File: config.mk
export PLATFORM = sky130hd
export DESIGN_NAME = osdpc_ctrl
export DESIGN_NICKNAME = d
export VERILOG_FILES = /design/src/hdl/osdpc_pkg.sv /design/src/hdl/osdpc_sync.sv /design/src/hdl/osdpc_ctrl.sv
export SDC_FILE = /design/constraint.sdc
export NUM_CORES = 1
export LEC_CHECK = 0
export ABC_CLOCK_PERIOD_IN_PS = 3300
export BUFFER_PORTS_ARGS = -buffer_cell sky130_fd_sc_hd__buf_2
export CORE_UTILIZATION = 50
export CTS_BUF_LIST = sky130_fd_sc_hd__clkbuf_2 sky130_fd_sc_hd__clkbuf_4 sky130_fd_sc_hd__clkbuf_8
export DETAILED_ROUTE_END_ITERATION = 8
export PLACE_DENSITY = 0.88
export SYNTH_ARGS = -nofsm -noshare
export SYNTH_HDL_FRONTEND = slang
export SYNTH_HIERARCHICAL = 1
export SYNTH_SLANG_ARGS = --single-unit
File: constraint.sdc
create_clock -name i_clk -period 3.3 [get_ports i_clk]
set_input_delay 0.66 -clock i_clk [delete_from_list [all_inputs] [get_ports i_clk]]
set_output_delay 0.66 -clock i_clk [all_outputs]
set_load 0.05 [all_outputs]
File: src/hdl/osdpc_pkg.sv
package osdpc_pkg;

  // register offsets inside page 6
  localparam logic [5:0] OFS_VSTART = 6'h10;
  localparam logic [5:0] OFS_HSTART = 6'h11;
  localparam logic [5:0] OFS_LGAP = 6'h12;
  localparam logic [5:0] OFS_WGAP = 6'h13;
  localparam logic [5:0] OFS_MASTER = 6'h17;
  localparam logic [5:0] OFS_RAM_HI_LAST = 6'h0F;
  localparam logic [6:0] RAM_HI_BASE = 7'h40;

  // field positions
  localparam int FLD_LSB = 0;
  localparam int FLD_MSB = 5;
  localparam int BIT_AUX = 6;
  localparam int BIT_GSIZE_HI = 7;
  localparam int BIT_ENABLE = 0;

  // reset values of the write-only registers
  localparam logic [7:0] RST_REG = 8'h00;
  localparam logic RST_ENABLE = 1'b0;

  // timing
  localparam int CLK_NS = 20;
  localparam int DOT_NS = 400;
  localparam int DOT_CYC = (DOT_NS + CLK_NS - 1) / CLK_NS;
  localparam logic [6:0] HSTART_BASE = 7'h0A;
  localparam int LINE_STEP = 4;
  localparam int CHAR_H_BASE = 18;
  localparam int CHAR_W_BASE = 6;

  typedef struct packed {
    logic page5;
    logic page6;
    logic [5:0] addr;
    logic [7:0] data;
  } osdpc_wr_t;

  typedef struct packed {
    logic outline_background_select;
    logic [5:0] vertical_start_position;
    logic space_blanking_disable;
    logic [5:0] horizontal_start_position;
    logic screen_blank_force;
    logic [5:0] line_gap_value;
    logic [1:0] global_char_size;
    logic [5:0] word_gap_value;
  } osdpc_cfg_t;

  typedef enum logic [1:0] {
    OSC_OFF = 2'b00,
    OSC_ARMED = 2'b01,
    OSC_RUN = 2'b10
  } osdpc_osc_t;

  // size multiplier from global size bits and per-line size bit
  function automatic logic [2:0] osdpc_mult(input logic [1:0] gs, input logic s);
    logic [2:0] m;
    m = 3'h1;
    case ({gs, s})
      3'b001: m = 3'h2;
      3'b011: m = 3'h3;
      3'b100: m = 3'h2;
      3'b101: m = 3'h3;
      3'b110: m = 3'h2;
      3'b111: m = 3'h4;
      default: m = 3'h1;
    endcase
    return m;
  endfunction : osdpc_mult

endpackage : osdpc_pkg

File: src/hdl/osdpc_sync.sv
`timescale 1ns/1ps
module osdpc_sync #(
  parameter int W = 1
) (
  // clock and reset
  input wire logic i_clk,
  input wire logic i_rstn,
  // asynchronous pins
  input wire logic [W-1:0] i_d,
  // synchronised level and rising edge
  output logic [W-1:0] o_level,
  output logic [W-1:0] o_rise
);

  logic [W-1:0] meta_q;
  logic [W-1:0] sync_q;
  logic [W-1:0] last_q;

  always_ff @(posedge i_clk or negedge i_rstn) begin
    if (!i_rstn) begin
      meta_q <= '0;
      sync_q <= '0;
      last_q <= '0;
    end else begin
      meta_q <= i_d;
      sync_q <= meta_q;
      last_q <= sync_q;
    end
  end

  assign o_level = sync_q;
  assign o_rise = sync_q & ~last_q;

endmodule : osdpc_sync

File: src/hdl/osdpc_ctrl.sv
`timescale 1ns/1ps
// How it works
// - master enable register at 17h is writable at any time.
// - enable low: nothing shown, core may write RAM and all registers.
// - enable high: word visibility per word bit; RAM and registers locked.
// - select bit 0 gives 7x9 box background, 1 gives outline; word enables apply.
// - first text line starts at vertical field times 4 scan lines.
// - first character starts at two oscillator periods times (10 + field).
// - space blanking disable 1 hides background on spaces; 0 follows enables.
// - force 0: blank output only while drawing; 1: always, characters still drawn.
// - blank force works even while master enable is clear.
// - gap enable set: line gap is 6-bit value times 4 scan lines.
// - gap enable clear: no extra lines between text lines.
// - size from global bits and line bit: 18H/6 up to 72H/24.
// - word gap enable: space width plus two periods times (1 + value).
// - extra word gap scales by one to four with character size.
// - word gap enable clear: gap is the space width only.
// - oscillator starts at next vertical sync after enable, stops at once on clear.
module osdpc_ctrl (
  // clock and reset
  input wire logic i_clk,
  input wire logic i_rstn,
  // core paged data memory write
  input wire logic i_wr_stb,
  input wire osdpc_pkg::osdpc_wr_t i_wr,
  // video sync pins
  input wire logic i_vsync,
  input wire logic i_hsync,
  // current line and word attributes from the character fetch
  input wire logic i_line_size_bit,
  input wire logic i_line_gap_enable,
  input wire logic i_word_gap_enable,
  input wire logic i_word_visible,
  input wire logic i_bg_enable,
  input wire logic i_space_active,
  input wire logic i_char_active,
  // display RAM write port
  output logic o_ram_we,
  output logic [6:0] o_ram_addr,
  output logic [6:0] o_ram_wdata,
  output logic o_wr_refused,
  // oscillator and timing marks
  output logic o_display_master_enable,
  output logic o_osc_run,
  output logic o_dot_tick,
  output logic o_vstart_hit,
  output logic o_hstart_hit,
  // geometry for the character fetch
  output logic [7:0] o_vstart_lines,
  output logic [7:0] o_hstart_osc,
  output logic [7:0] o_line_gap_lines,
  output logic [6:0] o_char_height,
  output logic [4:0] o_char_width,
  output logic [8:0] o_word_gap_dots,
  // video outputs
  output logic o_box_bg,
  output logic o_outline_bg,
  output logic o_bg_show,
  output logic o_fg_show,
  output logic o_blank_output
);
  import osdpc_pkg::*;

  osdpc_cfg_t cfg_q;
  osdpc_cfg_t cfg_d;
  logic enable_q;
  osdpc_osc_t osc_q;
  osdpc_osc_t osc_d;

  // sync pins, two flops before use
  logic vs_rise;
  logic hs_rise;

  osdpc_sync #(
    .W(2)
  ) u_sync (
    .i_clk(i_clk),
    .i_rstn(i_rstn),
    .i_d({i_vsync, i_hsync}),
    .o_level(),
    .o_rise({vs_rise, hs_rise})
  );

  // address decode
  wire hit_ram_lo = i_wr.page5;
  wire hit_ram_hi = i_wr.page6 && (i_wr.addr <= OFS_RAM_HI_LAST);
  wire hit_vstart = i_wr.page6 && (i_wr.addr == OFS_VSTART);
  wire hit_hstart = i_wr.page6 && (i_wr.addr == OFS_HSTART);
  wire hit_lgap = i_wr.page6 && (i_wr.addr == OFS_LGAP);
  wire hit_wgap = i_wr.page6 && (i_wr.addr == OFS_WGAP);
  wire hit_master = i_wr.page6 && (i_wr.addr == OFS_MASTER);
  wire hit_locked = hit_ram_lo || hit_ram_hi || hit_vstart || hit_hstart || hit_lgap || hit_wgap;

  // master enable is never locked; everything else only while it is clear
  wire wr_master = i_wr_stb && hit_master;
  wire wr_open = i_wr_stb && !enable_q;
  wire wr_block = i_wr_stb && enable_q && hit_locked;
  wire wr_ram = wr_open && (hit_ram_lo || hit_ram_hi);

  // each register is replaced whole, never merged bitwise
  always_comb begin
    cfg_d = cfg_q;
    if (wr_open && hit_vstart) begin
      cfg_d.outline_background_select = i_wr.data[BIT_AUX];
      cfg_d.vertical_start_position = i_wr.data[FLD_MSB:FLD_LSB];
    end
    if (wr_open && hit_hstart) begin
      cfg_d.space_blanking_disable = i_wr.data[BIT_AUX];
      cfg_d.horizontal_start_position = i_wr.data[FLD_MSB:FLD_LSB];
    end
    if (wr_open && hit_lgap) begin
      cfg_d.screen_blank_force = i_wr.data[BIT_AUX];
      cfg_d.line_gap_value = i_wr.data[FLD_MSB:FLD_LSB];
    end
    if (wr_open && hit_wgap) begin
      cfg_d.global_char_size = i_wr.data[BIT_GSIZE_HI:BIT_AUX];
      cfg_d.word_gap_value = i_wr.data[FLD_MSB:FLD_LSB];
    end
  end

  always_ff @(posedge i_clk or negedge i_rstn) begin
    if (!i_rstn) begin
      cfg_q <= osdpc_cfg_t'({RST_REG[6:0], RST_REG[6:0], RST_REG[6:0], RST_REG});
      enable_q <= RST_ENABLE;
    end else begin
      cfg_q <= cfg_d;
      if (wr_master) begin
        enable_q <= i_wr.data[BIT_ENABLE];
      end
    end
  end

  // RAM write port, registered
  wire [6:0] ram_index = hit_ram_lo ? {1'b0, i_wr.addr} : (RAM_HI_BASE | {1'b0, i_wr.addr});

  always_ff @(posedge i_clk or negedge i_rstn) begin
    if (!i_rstn) begin
      o_ram_we <= 1'b0;
      o_ram_addr <= 7'h00;
      o_ram_wdata <= 7'h00;
      o_wr_refused <= 1'b0;
    end else begin
      o_ram_we <= wr_ram;
      o_wr_refused <= wr_block;
      if (wr_ram) begin
        o_ram_addr <= ram_index;
        o_ram_wdata <= i_wr.data[6:0];
      end
    end
  end

  // oscillator control: arm on enable, run from the next vertical sync
  wire enable_next = wr_master ? i_wr.data[BIT_ENABLE] : enable_q;

  always_comb begin
    osc_d = osc_q;
    case (osc_q)
      OSC_OFF: begin
        if (enable_next) begin
          osc_d = OSC_ARMED;
        end
      end
      OSC_ARMED: begin
        if (!enable_next) begin
          osc_d = OSC_OFF;
        end else if (vs_rise) begin
          osc_d = OSC_RUN;
        end
      end
      OSC_RUN: begin
        if (!enable_next) begin
          osc_d = OSC_OFF;
        end
      end
      default: begin
        osc_d = OSC_OFF;
      end
    endcase
  end

  always_ff @(posedge i_clk or negedge i_rstn) begin
    if (!i_rstn) begin
      osc_q <= OSC_OFF;
    end else begin
      osc_q <= osc_d;
    end
  end

  wire running = (osc_q == OSC_RUN);

  // dot prescaler: a dot is two oscillator periods, 400 ns
  localparam int PRE_W = $clog2(DOT_CYC);
  localparam logic [PRE_W-1:0] PRE_LAST = PRE_W'(DOT_CYC - 1);
  logic [PRE_W-1:0] pre_q;
  logic [6:0] dot_q;
  logic [9:0] line_q;

  wire dot_tick = running && (pre_q == PRE_LAST);
  wire [6:0] hstart_dots = HSTART_BASE + {1'b0, cfg_q.horizontal_start_position};
  wire [9:0] vstart_line = {2'b00, cfg_q.vertical_start_position, 2'b00};

  // prescaler and dot counter restart on each line sync, line counter on vertical sync; nothing counts while the oscillator is off
  always_ff @(posedge i_clk or negedge i_rstn) begin
    if (!i_rstn) begin
      pre_q <= '0;
      dot_q <= 7'h00;
      line_q <= 10'h000;
    end else if (!running) begin
      pre_q <= '0;
      dot_q <= 7'h00;
      line_q <= 10'h000;
    end else begin
      if (hs_rise || dot_tick) begin
        pre_q <= '0;
      end else begin
        pre_q <= pre_q + PRE_W'(1);
      end
      if (hs_rise) begin
        dot_q <= 7'h00;
      end else if (dot_tick && dot_q != 7'h7F) begin
        dot_q <= dot_q + 7'h01;
      end
      if (vs_rise) begin
        line_q <= 10'h000;
      end else if (hs_rise && line_q != 10'h3FF) begin
        line_q <= line_q + 10'h001;
      end
    end
  end

  // geometry
  wire [2:0] mult = osdpc_mult(cfg_q.global_char_size, i_line_size_bit);
  wire [6:0] char_h = 7'(CHAR_H_BASE * mult);
  wire [4:0] char_w = 5'(CHAR_W_BASE * mult);
  wire [8:0] extra_dots = 9'(({3'b000, cfg_q.word_gap_value} + 9'h001) * mult);
  wire [8:0] word_gap = {4'h0, char_w} + (i_word_gap_enable ? extra_dots : 9'h000);
  wire [7:0] line_gap = i_line_gap_enable ? 8'(cfg_q.line_gap_value * LINE_STEP) : 8'h00;

  // drawing gated by the running oscillator; blank force bypasses it
  wire shown = running && i_word_visible;
  wire bg_now = shown && i_bg_enable && !(i_space_active && cfg_q.space_blanking_disable);
  wire fg_now = shown && i_char_active && !i_space_active;
  wire blank_now = cfg_q.screen_blank_force || (running && i_char_active);

  always_ff @(posedge i_clk or negedge i_rstn) begin
    if (!i_rstn) begin
      o_dot_tick <= 1'b0;
      o_vstart_hit <= 1'b0;
      o_hstart_hit <= 1'b0;
      o_vstart_lines <= 8'h00;
      o_hstart_osc <= 8'h00;
      o_line_gap_lines <= 8'h00;
      o_char_height <= 7'h00;
      o_char_width <= 5'h00;
      o_word_gap_dots <= 9'h000;
      o_box_bg <= 1'b0;
      o_outline_bg <= 1'b0;
      o_bg_show <= 1'b0;
      o_fg_show <= 1'b0;
      o_blank_output <= 1'b0;
    end else begin
      o_dot_tick <= dot_tick;
      o_vstart_hit <= hs_rise && running && (line_q == vstart_line);
      o_hstart_hit <= dot_tick && (dot_q == hstart_dots);
      o_vstart_lines <= vstart_line[7:0];
      o_hstart_osc <= {hstart_dots, 1'b0};
      o_line_gap_lines <= line_gap;
      o_char_height <= char_h;
      o_char_width <= char_w;
      o_word_gap_dots <= word_gap;
      o_box_bg <= bg_now && !cfg_q.outline_background_select;
      o_outline_bg <= bg_now && cfg_q.outline_background_select;
      o_bg_show <= bg_now;
      o_fg_show <= fg_now;
      o_blank_output <= blank_now;
    end
  end

  assign o_display_master_enable = enable_q;
  assign o_osc_run = running;

endmodule : osdpc_ctrl

Word level (Yosys, flattened, before mapping)

Cells that the tools add are included.

$add $sub $neg: 6
Multipliers: 3
Order comparisons: 1
Equal/unequal tests: 23
Muxes and demuxes: 18
Bitwise operators: 2
Reduce and logical (&&, ||, !) cells: 45

Operator list:

| kind                                                | count |
|---|---|
| == test 6 x 5 -> 1 bit, second input constant       | 5 |
| logical AND 1 bit                                   | 30 |
| 2-to-1 mux 10 bit                                   | 3 |
| 2-to-1 mux 7 bit                                    | 4 |
| == test 3 bit, second input constant                | 4 |
| adder 10 x 1 -> 10 bit, second input constant       | 1 |
| == test 10 x 8 -> 1 bit                             | 1 |
| 2-to-1 mux 5 bit                                    | 2 |
| != test 10 bit, second input constant               | 1 |
| adder 5 x 9 -> 9 bit                                | 1 |
| multiplier 7 x 3 -> 9 bit                           | 1 |
| 2-to-1 mux 9 bit                                    | 1 |
| one-hot mux 3 bit (3 select lines)                  | 1 |
| 2-to-1 mux 2 bit                                    | 4 |
| 2-to-1 mux 8 bit                                    | 1 |
| adder 4 x 6 -> 7 bit, first input constant          | 1 |
| adder 6 x 1 -> 7 bit, second input constant         | 1 |
| adder 7 x 1 -> 7 bit, second input constant         | 1 |
| == test 7 bit                                       | 1 |
| logical OR 1 bit                                    | 7 |
| != test 7 bit, second input constant                | 1 |
| <= comparator 6 x 4 -> 1 bit, second input constant | 1 |
| multiplier 4 x 3 -> 6 bit, first input constant     | 1 |
| != test 3 x 1 -> 1 bit, second input constant       | 2 |
| 18 further kinds                                    | 22 |

Register bits: 124
Input port bits: 28
Output and inout bits: 71
Logic and storage cells: 132

Longest topological paths before layout

Depth in word-level cells: 8
Mapped depth: 16
Depth with buffers taken out: 16

Modules after synthesis

The synthesis kept the hierarchy.

By module, submodules not included:

| module     | instances | cells an instance | area each (um^2) | seq. area each (um^2) |
|---|---|---|---|---|
| osdpc_ctrl | 1         | 443               | 5283.8           | 2802.7 |
| osdpc_sync | 1         | 8                 | 177.7            | 150.1 |

Least setup slack after synthesis

Ideal clock, no wire load.

Path type: input to register
From: input port i_line_size_bit
To: register o_word_gap_dots[8]
Setup time: 0.123 ns
Data arrival time: 3.760 ns
Required time: 3.177 ns
Setup slack: -0.583 ns
Stages on the path: 15
Buffers on the path: 0
Cell sequence: nor2b_1 -> xnor2_1 -> nand2_1 -> fa_1 -> inv_1 -> ha_1 -> fa_1 -> xor2_1 -> and2_1 -> ha_1 -> nand2_1 -> o21ai_0 -> nor3b_1 -> nand3_1 -> xor2_1

Cells in the longest elaborated chain, start to end: 6
Elaborated cells between the ends (all ways): 13
Classes of those cells: 1 x add/sub; 2 x mul; 6 x eq/ne; 2 x mux; 2 x reduce/logical

RTL lines:

| what                                                               | line              | text |
|---|---|---|
| start, declared                                                    | osdpc_ctrl.sv:30  | `input wire logic i_line_size_bit,` |
| == test 3 bit, or another cell as far along                        | osdpc_pkg.sv:60   | `case ({gs, s})` |
| OR reduction 3 bit (no line) or OR reduction 2 bit (tied branches) | n/a               |  |
| one-hot mux 3 bit (3 select lines) *                               | osdpc_pkg.sv:60   |  |
| multiplier 7 x 3 -> 9 bit                                          | osdpc_ctrl.sv:235 | `wire [8:0] extra_dots = 9'(({3'b000, cfg_q.word_gap_value} + 9'h001) * mult);` |
| 2-to-1 mux 9 bit                                                   | osdpc_ctrl.sv:236 | `wire [8:0] word_gap = {4'h0, char_w} + (i_word_gap_enable ? extra_dots : 9'h000);` |
| adder 5 x 9 -> 9 bit *                                             | osdpc_ctrl.sv:236 |  |
| named net word_gap[8]                                              | osdpc_ctrl.sv:236 |  |
| end signal, assigned                                               | osdpc_ctrl.sv:270 | `o_word_gap_dots <= word_gap;` |
| end, declared                                                      | osdpc_ctrl.sv:54  | `output logic [8:0] o_word_gap_dots,` |

Mark *: on every way through the listed nets, which the timed path passes. The rest lies on a longest branch.
A chain may end at the register's enable or synchronous reset.

Worst setup path in the final report

From: input port i_line_size_bit
To: register o_word_gap_dots[7]

The elaborated chain is that of the path after synthesis.

==> summary.txt <==
Run status
  • Status: complete, but fails checks
  • Violated checks: negative setup slack

Clock tree
  • CTS tree: yes
  • Number of buffers inserted by hold repair at cts: 0
  • TritonCTS buffer count: 17
  • H-tree levels: 4
  • Clock transition at path regs: 0.07 ns
  • Worst-skew pair later-pin latency: about 0.43 ns
  • Buffer type at the clock tree root: clkbuf_8
  • CTS Sinks: 118
  • Bufs on Longest Clock Path: 2

Synthesis
  • Commonest cells post-synth: dfrtp_1 (118), mux2_2 (42), nand2_1 (30), nor2_1 (29)
  • Ys async rst share: 1.000
  • Ys Warns: 6
  • Seq/Total Area, Yosys: 0.5407
  • Syn Inst Count: 451
  • Netlist Area Pre-Place: 5461 um^2
  • Area leader, netlist: dfrtp_1
  • Yosys top cell area share: 0.5407
  • EDFF count, synth: 0
  • Distinct cells, synth: 56
  • Most used flip-flop cell after synthesis: dfrtp_1
  • Largest cells by area after synthesis: dfrtp_1 (54%), mux2_2 (8.7%), ha_1 (4.1%), xor2_1 (3.8%), xnor2_1 (3.2%)
  • Top-count cell post-synth: dfrtp_1
  • Seq cells post-synth: approximately 120
  • Avg Inst Size Synth: around 12 um^2

Detailed routing
  • Total wire length: 12570 um
  • Post-route ant nets: 0
  • Via-per-instance ratio: 5.352
  • Vias after detailed routing: 3966
  • 1st-pass router iterations: 4
  • DRC: 0
  • Wire length per cell: 16.96 um
  • First-iteration detailed-routing DRC count: 210

GRT
  • First-pass GRT wire length: 20200 um
  • Largest net degree at the start of global routing: 66
  • Antenna violations before repair: 0
  • Vias in the first global route: 4182
  • GRT Util Overall: 0.2362
  • Grt ovf: 0

Timing
  • Period minus WS final: 3.334 ns
  • Rel. slew slack: 0.4251
  • Final Skew: approximately 0.013 ns
  • Final Hold Viols: 0
  • Min setup slack post-route: -0.03412 ns
  • TNS Setup: -0.07938 ns
  • Final setup vio count: 3
  • Least-Margin Pin Slew: approximately 0.86 ns
  • RSZ-0062 raised after global routing: yes
  • F_max: 299.9 MHz
  • Fin crit share: 1.010
  • Count of final max-slew check failures: 0

Floorplan
  • DIE AREA: roughly 11000 um^2
  • Initial Util: 0.5220
  • I/O pin count: 99
  • Core box area: 10460 um^2
  • Row count: 37
  • Die W: 106.5 um
  • Die height: 106.5 um

Final layout
  • Synthesis-to-finish area growth: 27.79%
  • Antenna diodes: 0
  • Share of cells above drive strength 1: 0.4165
  • Nets: 646
  • Fillers: 736

Min path
  • HP Class: primary input to asynchronous set/reset pin

Worst setup path
  • Cells along the critical path: buf_2 -> nor2b_4 -> xnor2_4 -> buf_4 -> buf_6 -> nand2_1 -> fa_1 -> inv_2 -> fa_2 -> xor2_1 -> and2_4 -> ha_4 -> buf_4 -> buf_6 -> a21oi_4 -> nand3b_1 -> xor2_1
  • Critical path type: primary input to flip-flop
  • Worst Path Required: around 3.6 ns
  • Worst-path fanout max: 8
  • Startpoint Class: primary input
  • Slowest stage delay, CP: approximately 0.51 ns
  • CP endpoint kind: flip-flop
  • CP max stage cell: fa_1
  • Crit path DAT: 3.66 ns

Pwr
  • Pwr per Cell Area: between 500 and 600 nW/um^2
  • Worst vdd ir: between 0.4 and 0.5 mV
  • LEAKAGE: 3.483 nW

Placed design
  • GPL Wtd Cong: between 0.8 and 0.9
  • HPWL Detailed: 8345 um
  • Buffers on Ports: 91
  • Place WS: -0.4269 ns

Flow run
  • Max-cap violations: 0
-- per-layer routing --
| metal | global-route usage | wire length [um] |
|---|---|---|
| met1 | 0.2785 | 5048 |
| met3 | 0.07235 | 680 |
| met2 | 0.4123 | 6573 |
| met4 | 0.07339 | 265 |
| met5 | 0 | 0 |
-- sequential cells by signal, summed over array words and instances (netlist names), 2 cells and up --
| register | cells |
|---|---|
| cfg_q | 29 |
| dot_q | 7 |
| line_q | 10 |
| o_char_height | 2 |
| o_char_width | 4 |
| o_hstart_osc | 7 |
| o_line_gap_lines | 6 |
| o_ram_addr | 7 |
| o_ram_wdata | 7 |
| o_vstart_lines | 6 |
| o_word_gap_dots | 9 |
| osc_q | 2 |
| pre_q | 5 |
| u_sync/last_q | 2 |
| u_sync/meta_q | 2 |
| u_sync/o_level | 2 |
-- through the flow --
step | utilization | total power, mW | instances | instance area [um^2] | hold WS [ns]
4_1_cts | 0.6521 | 3.769 | 737 | 6823 | 0.3101
2_1_floorplan | - | 2.129 | 457 | 5535 | 0.3312
5_1_grt | 0.6671 | 3.935 | 741 | 6979 | 0.2966
3_5_place_dp | 0.6008 | 2.344 | 696 | 6286 | 0.3482
3_3_place_gp | 0.6008 | 2.321 | 696 | 6286 | 0.3322
6_report | 0.6671 | 3.791 | 741 | 6979 | 0.3268
-- final timing paths --
kind	from	endpoint	slack, ns	cells past startpoint
setup / recovery	i_line_size_bit	o_word_gap_dots[7]$_DFF_PN0_	-0.03	17
hold / removal	i_rstn	o_line_gap_lines[7]$_DFF_PN0_	0.33	1
setup reg to reg	cfg_q[6]$_DFFE_PN0P_	o_word_gap_dots[7]$_DFF_PN0_	-0.01	16
hold reg to reg	u_sync/meta_q[0]$_DFF_PN0_	u_sync/o_level[0]$_DFF_PN0_	0.36	0
max in group asynchronous	i_rstn	line_q[6]$_DFFE_PN0P_	2.22	2
min in group i_clk	i_hsync	u_sync/meta_q[0]$_DFF_PN0_	0.33	1
-- cell usage in the layout (no fill, tap or decap), types with 3 or more instances in the layout --
cell type  count
buf_2         90
nand2b_1       4
xnor2_2        3
ha_1          13
conb_1         7
fa_1           7
and2_1        14
xor2_1        23
clkinv_2       3
nand4_1       10
nand3b_1       5
nand2_1       27
clkbuf_8      19
buf_6          3
bufinv_16      3
inv_1         19
dfrtp_2        3
nor2b_1        4
a21o_1         3
xnor2_1       16
a21oi_1        8
nand2_2        3
inv_2          5
nor2b_4        3
nor2_1        29
ha_4           5
buf_4         39
mux2_2        42
nand3_1       10
dfrtp_1      115
o21ai_0        7
-- cell families after synthesis --
logic type                 count (synthesis)  share of synthesized area
other                                      1                  0.0006866
adders and majority gates                 26                    0.07056
DFF                                      118                     0.5407
xor gates and xnor gates                  44                    0.07056
and+or+nand+nor                          135                     0.1398
AOI/OAI and AO/OA                         42                    0.05132
muxes                                     44                    0.09026
buffers and inverters                     41                    0.03620
-- report_power, final --
| part | switching [mW] | internal [mW] | leakage (nW) | total [mW] |
|---|---|---|---|---|
| sequential | 0.0633 | 1.55 | 1.55 | 1.62 |
| clock | 0.595 | 0.807 | 0.217 | 1.40 |
| combinational | 0.523 | 0.250 | 1.72 | 0.774 |
-- worst max-delay path: cells and delay by family --
family	cells	cell delay, ns
fa+ha+maj	3	1.14
buf+inv	6	0.72
simple gates	4	0.61
xor+xnor	3	0.45
compound gates	1	0.06
-- area by class of cell --
cell class                 instances  area, um^2  area share
clock buffer                      21       276.5     0.03962
inverter                          24       90.09     0.01291
tap                              136       170.2     0.02438
clock inverter                    11       147.6     0.02115
sequential                       118        2957      0.4236
multi-input combinational        298        2541      0.3641
timing repair buffer             133       797.0      0.1142
-- what timing repair did --
item,4_1_cts,5_1_grt
pin swaps,10,19
buffers inserted,9,4
gates resized for setup,13,25
hold endpoints to repair,0,0
setup endpoints to repair,4,4
No activity file was read; power rests on OpenSTA's default activity.
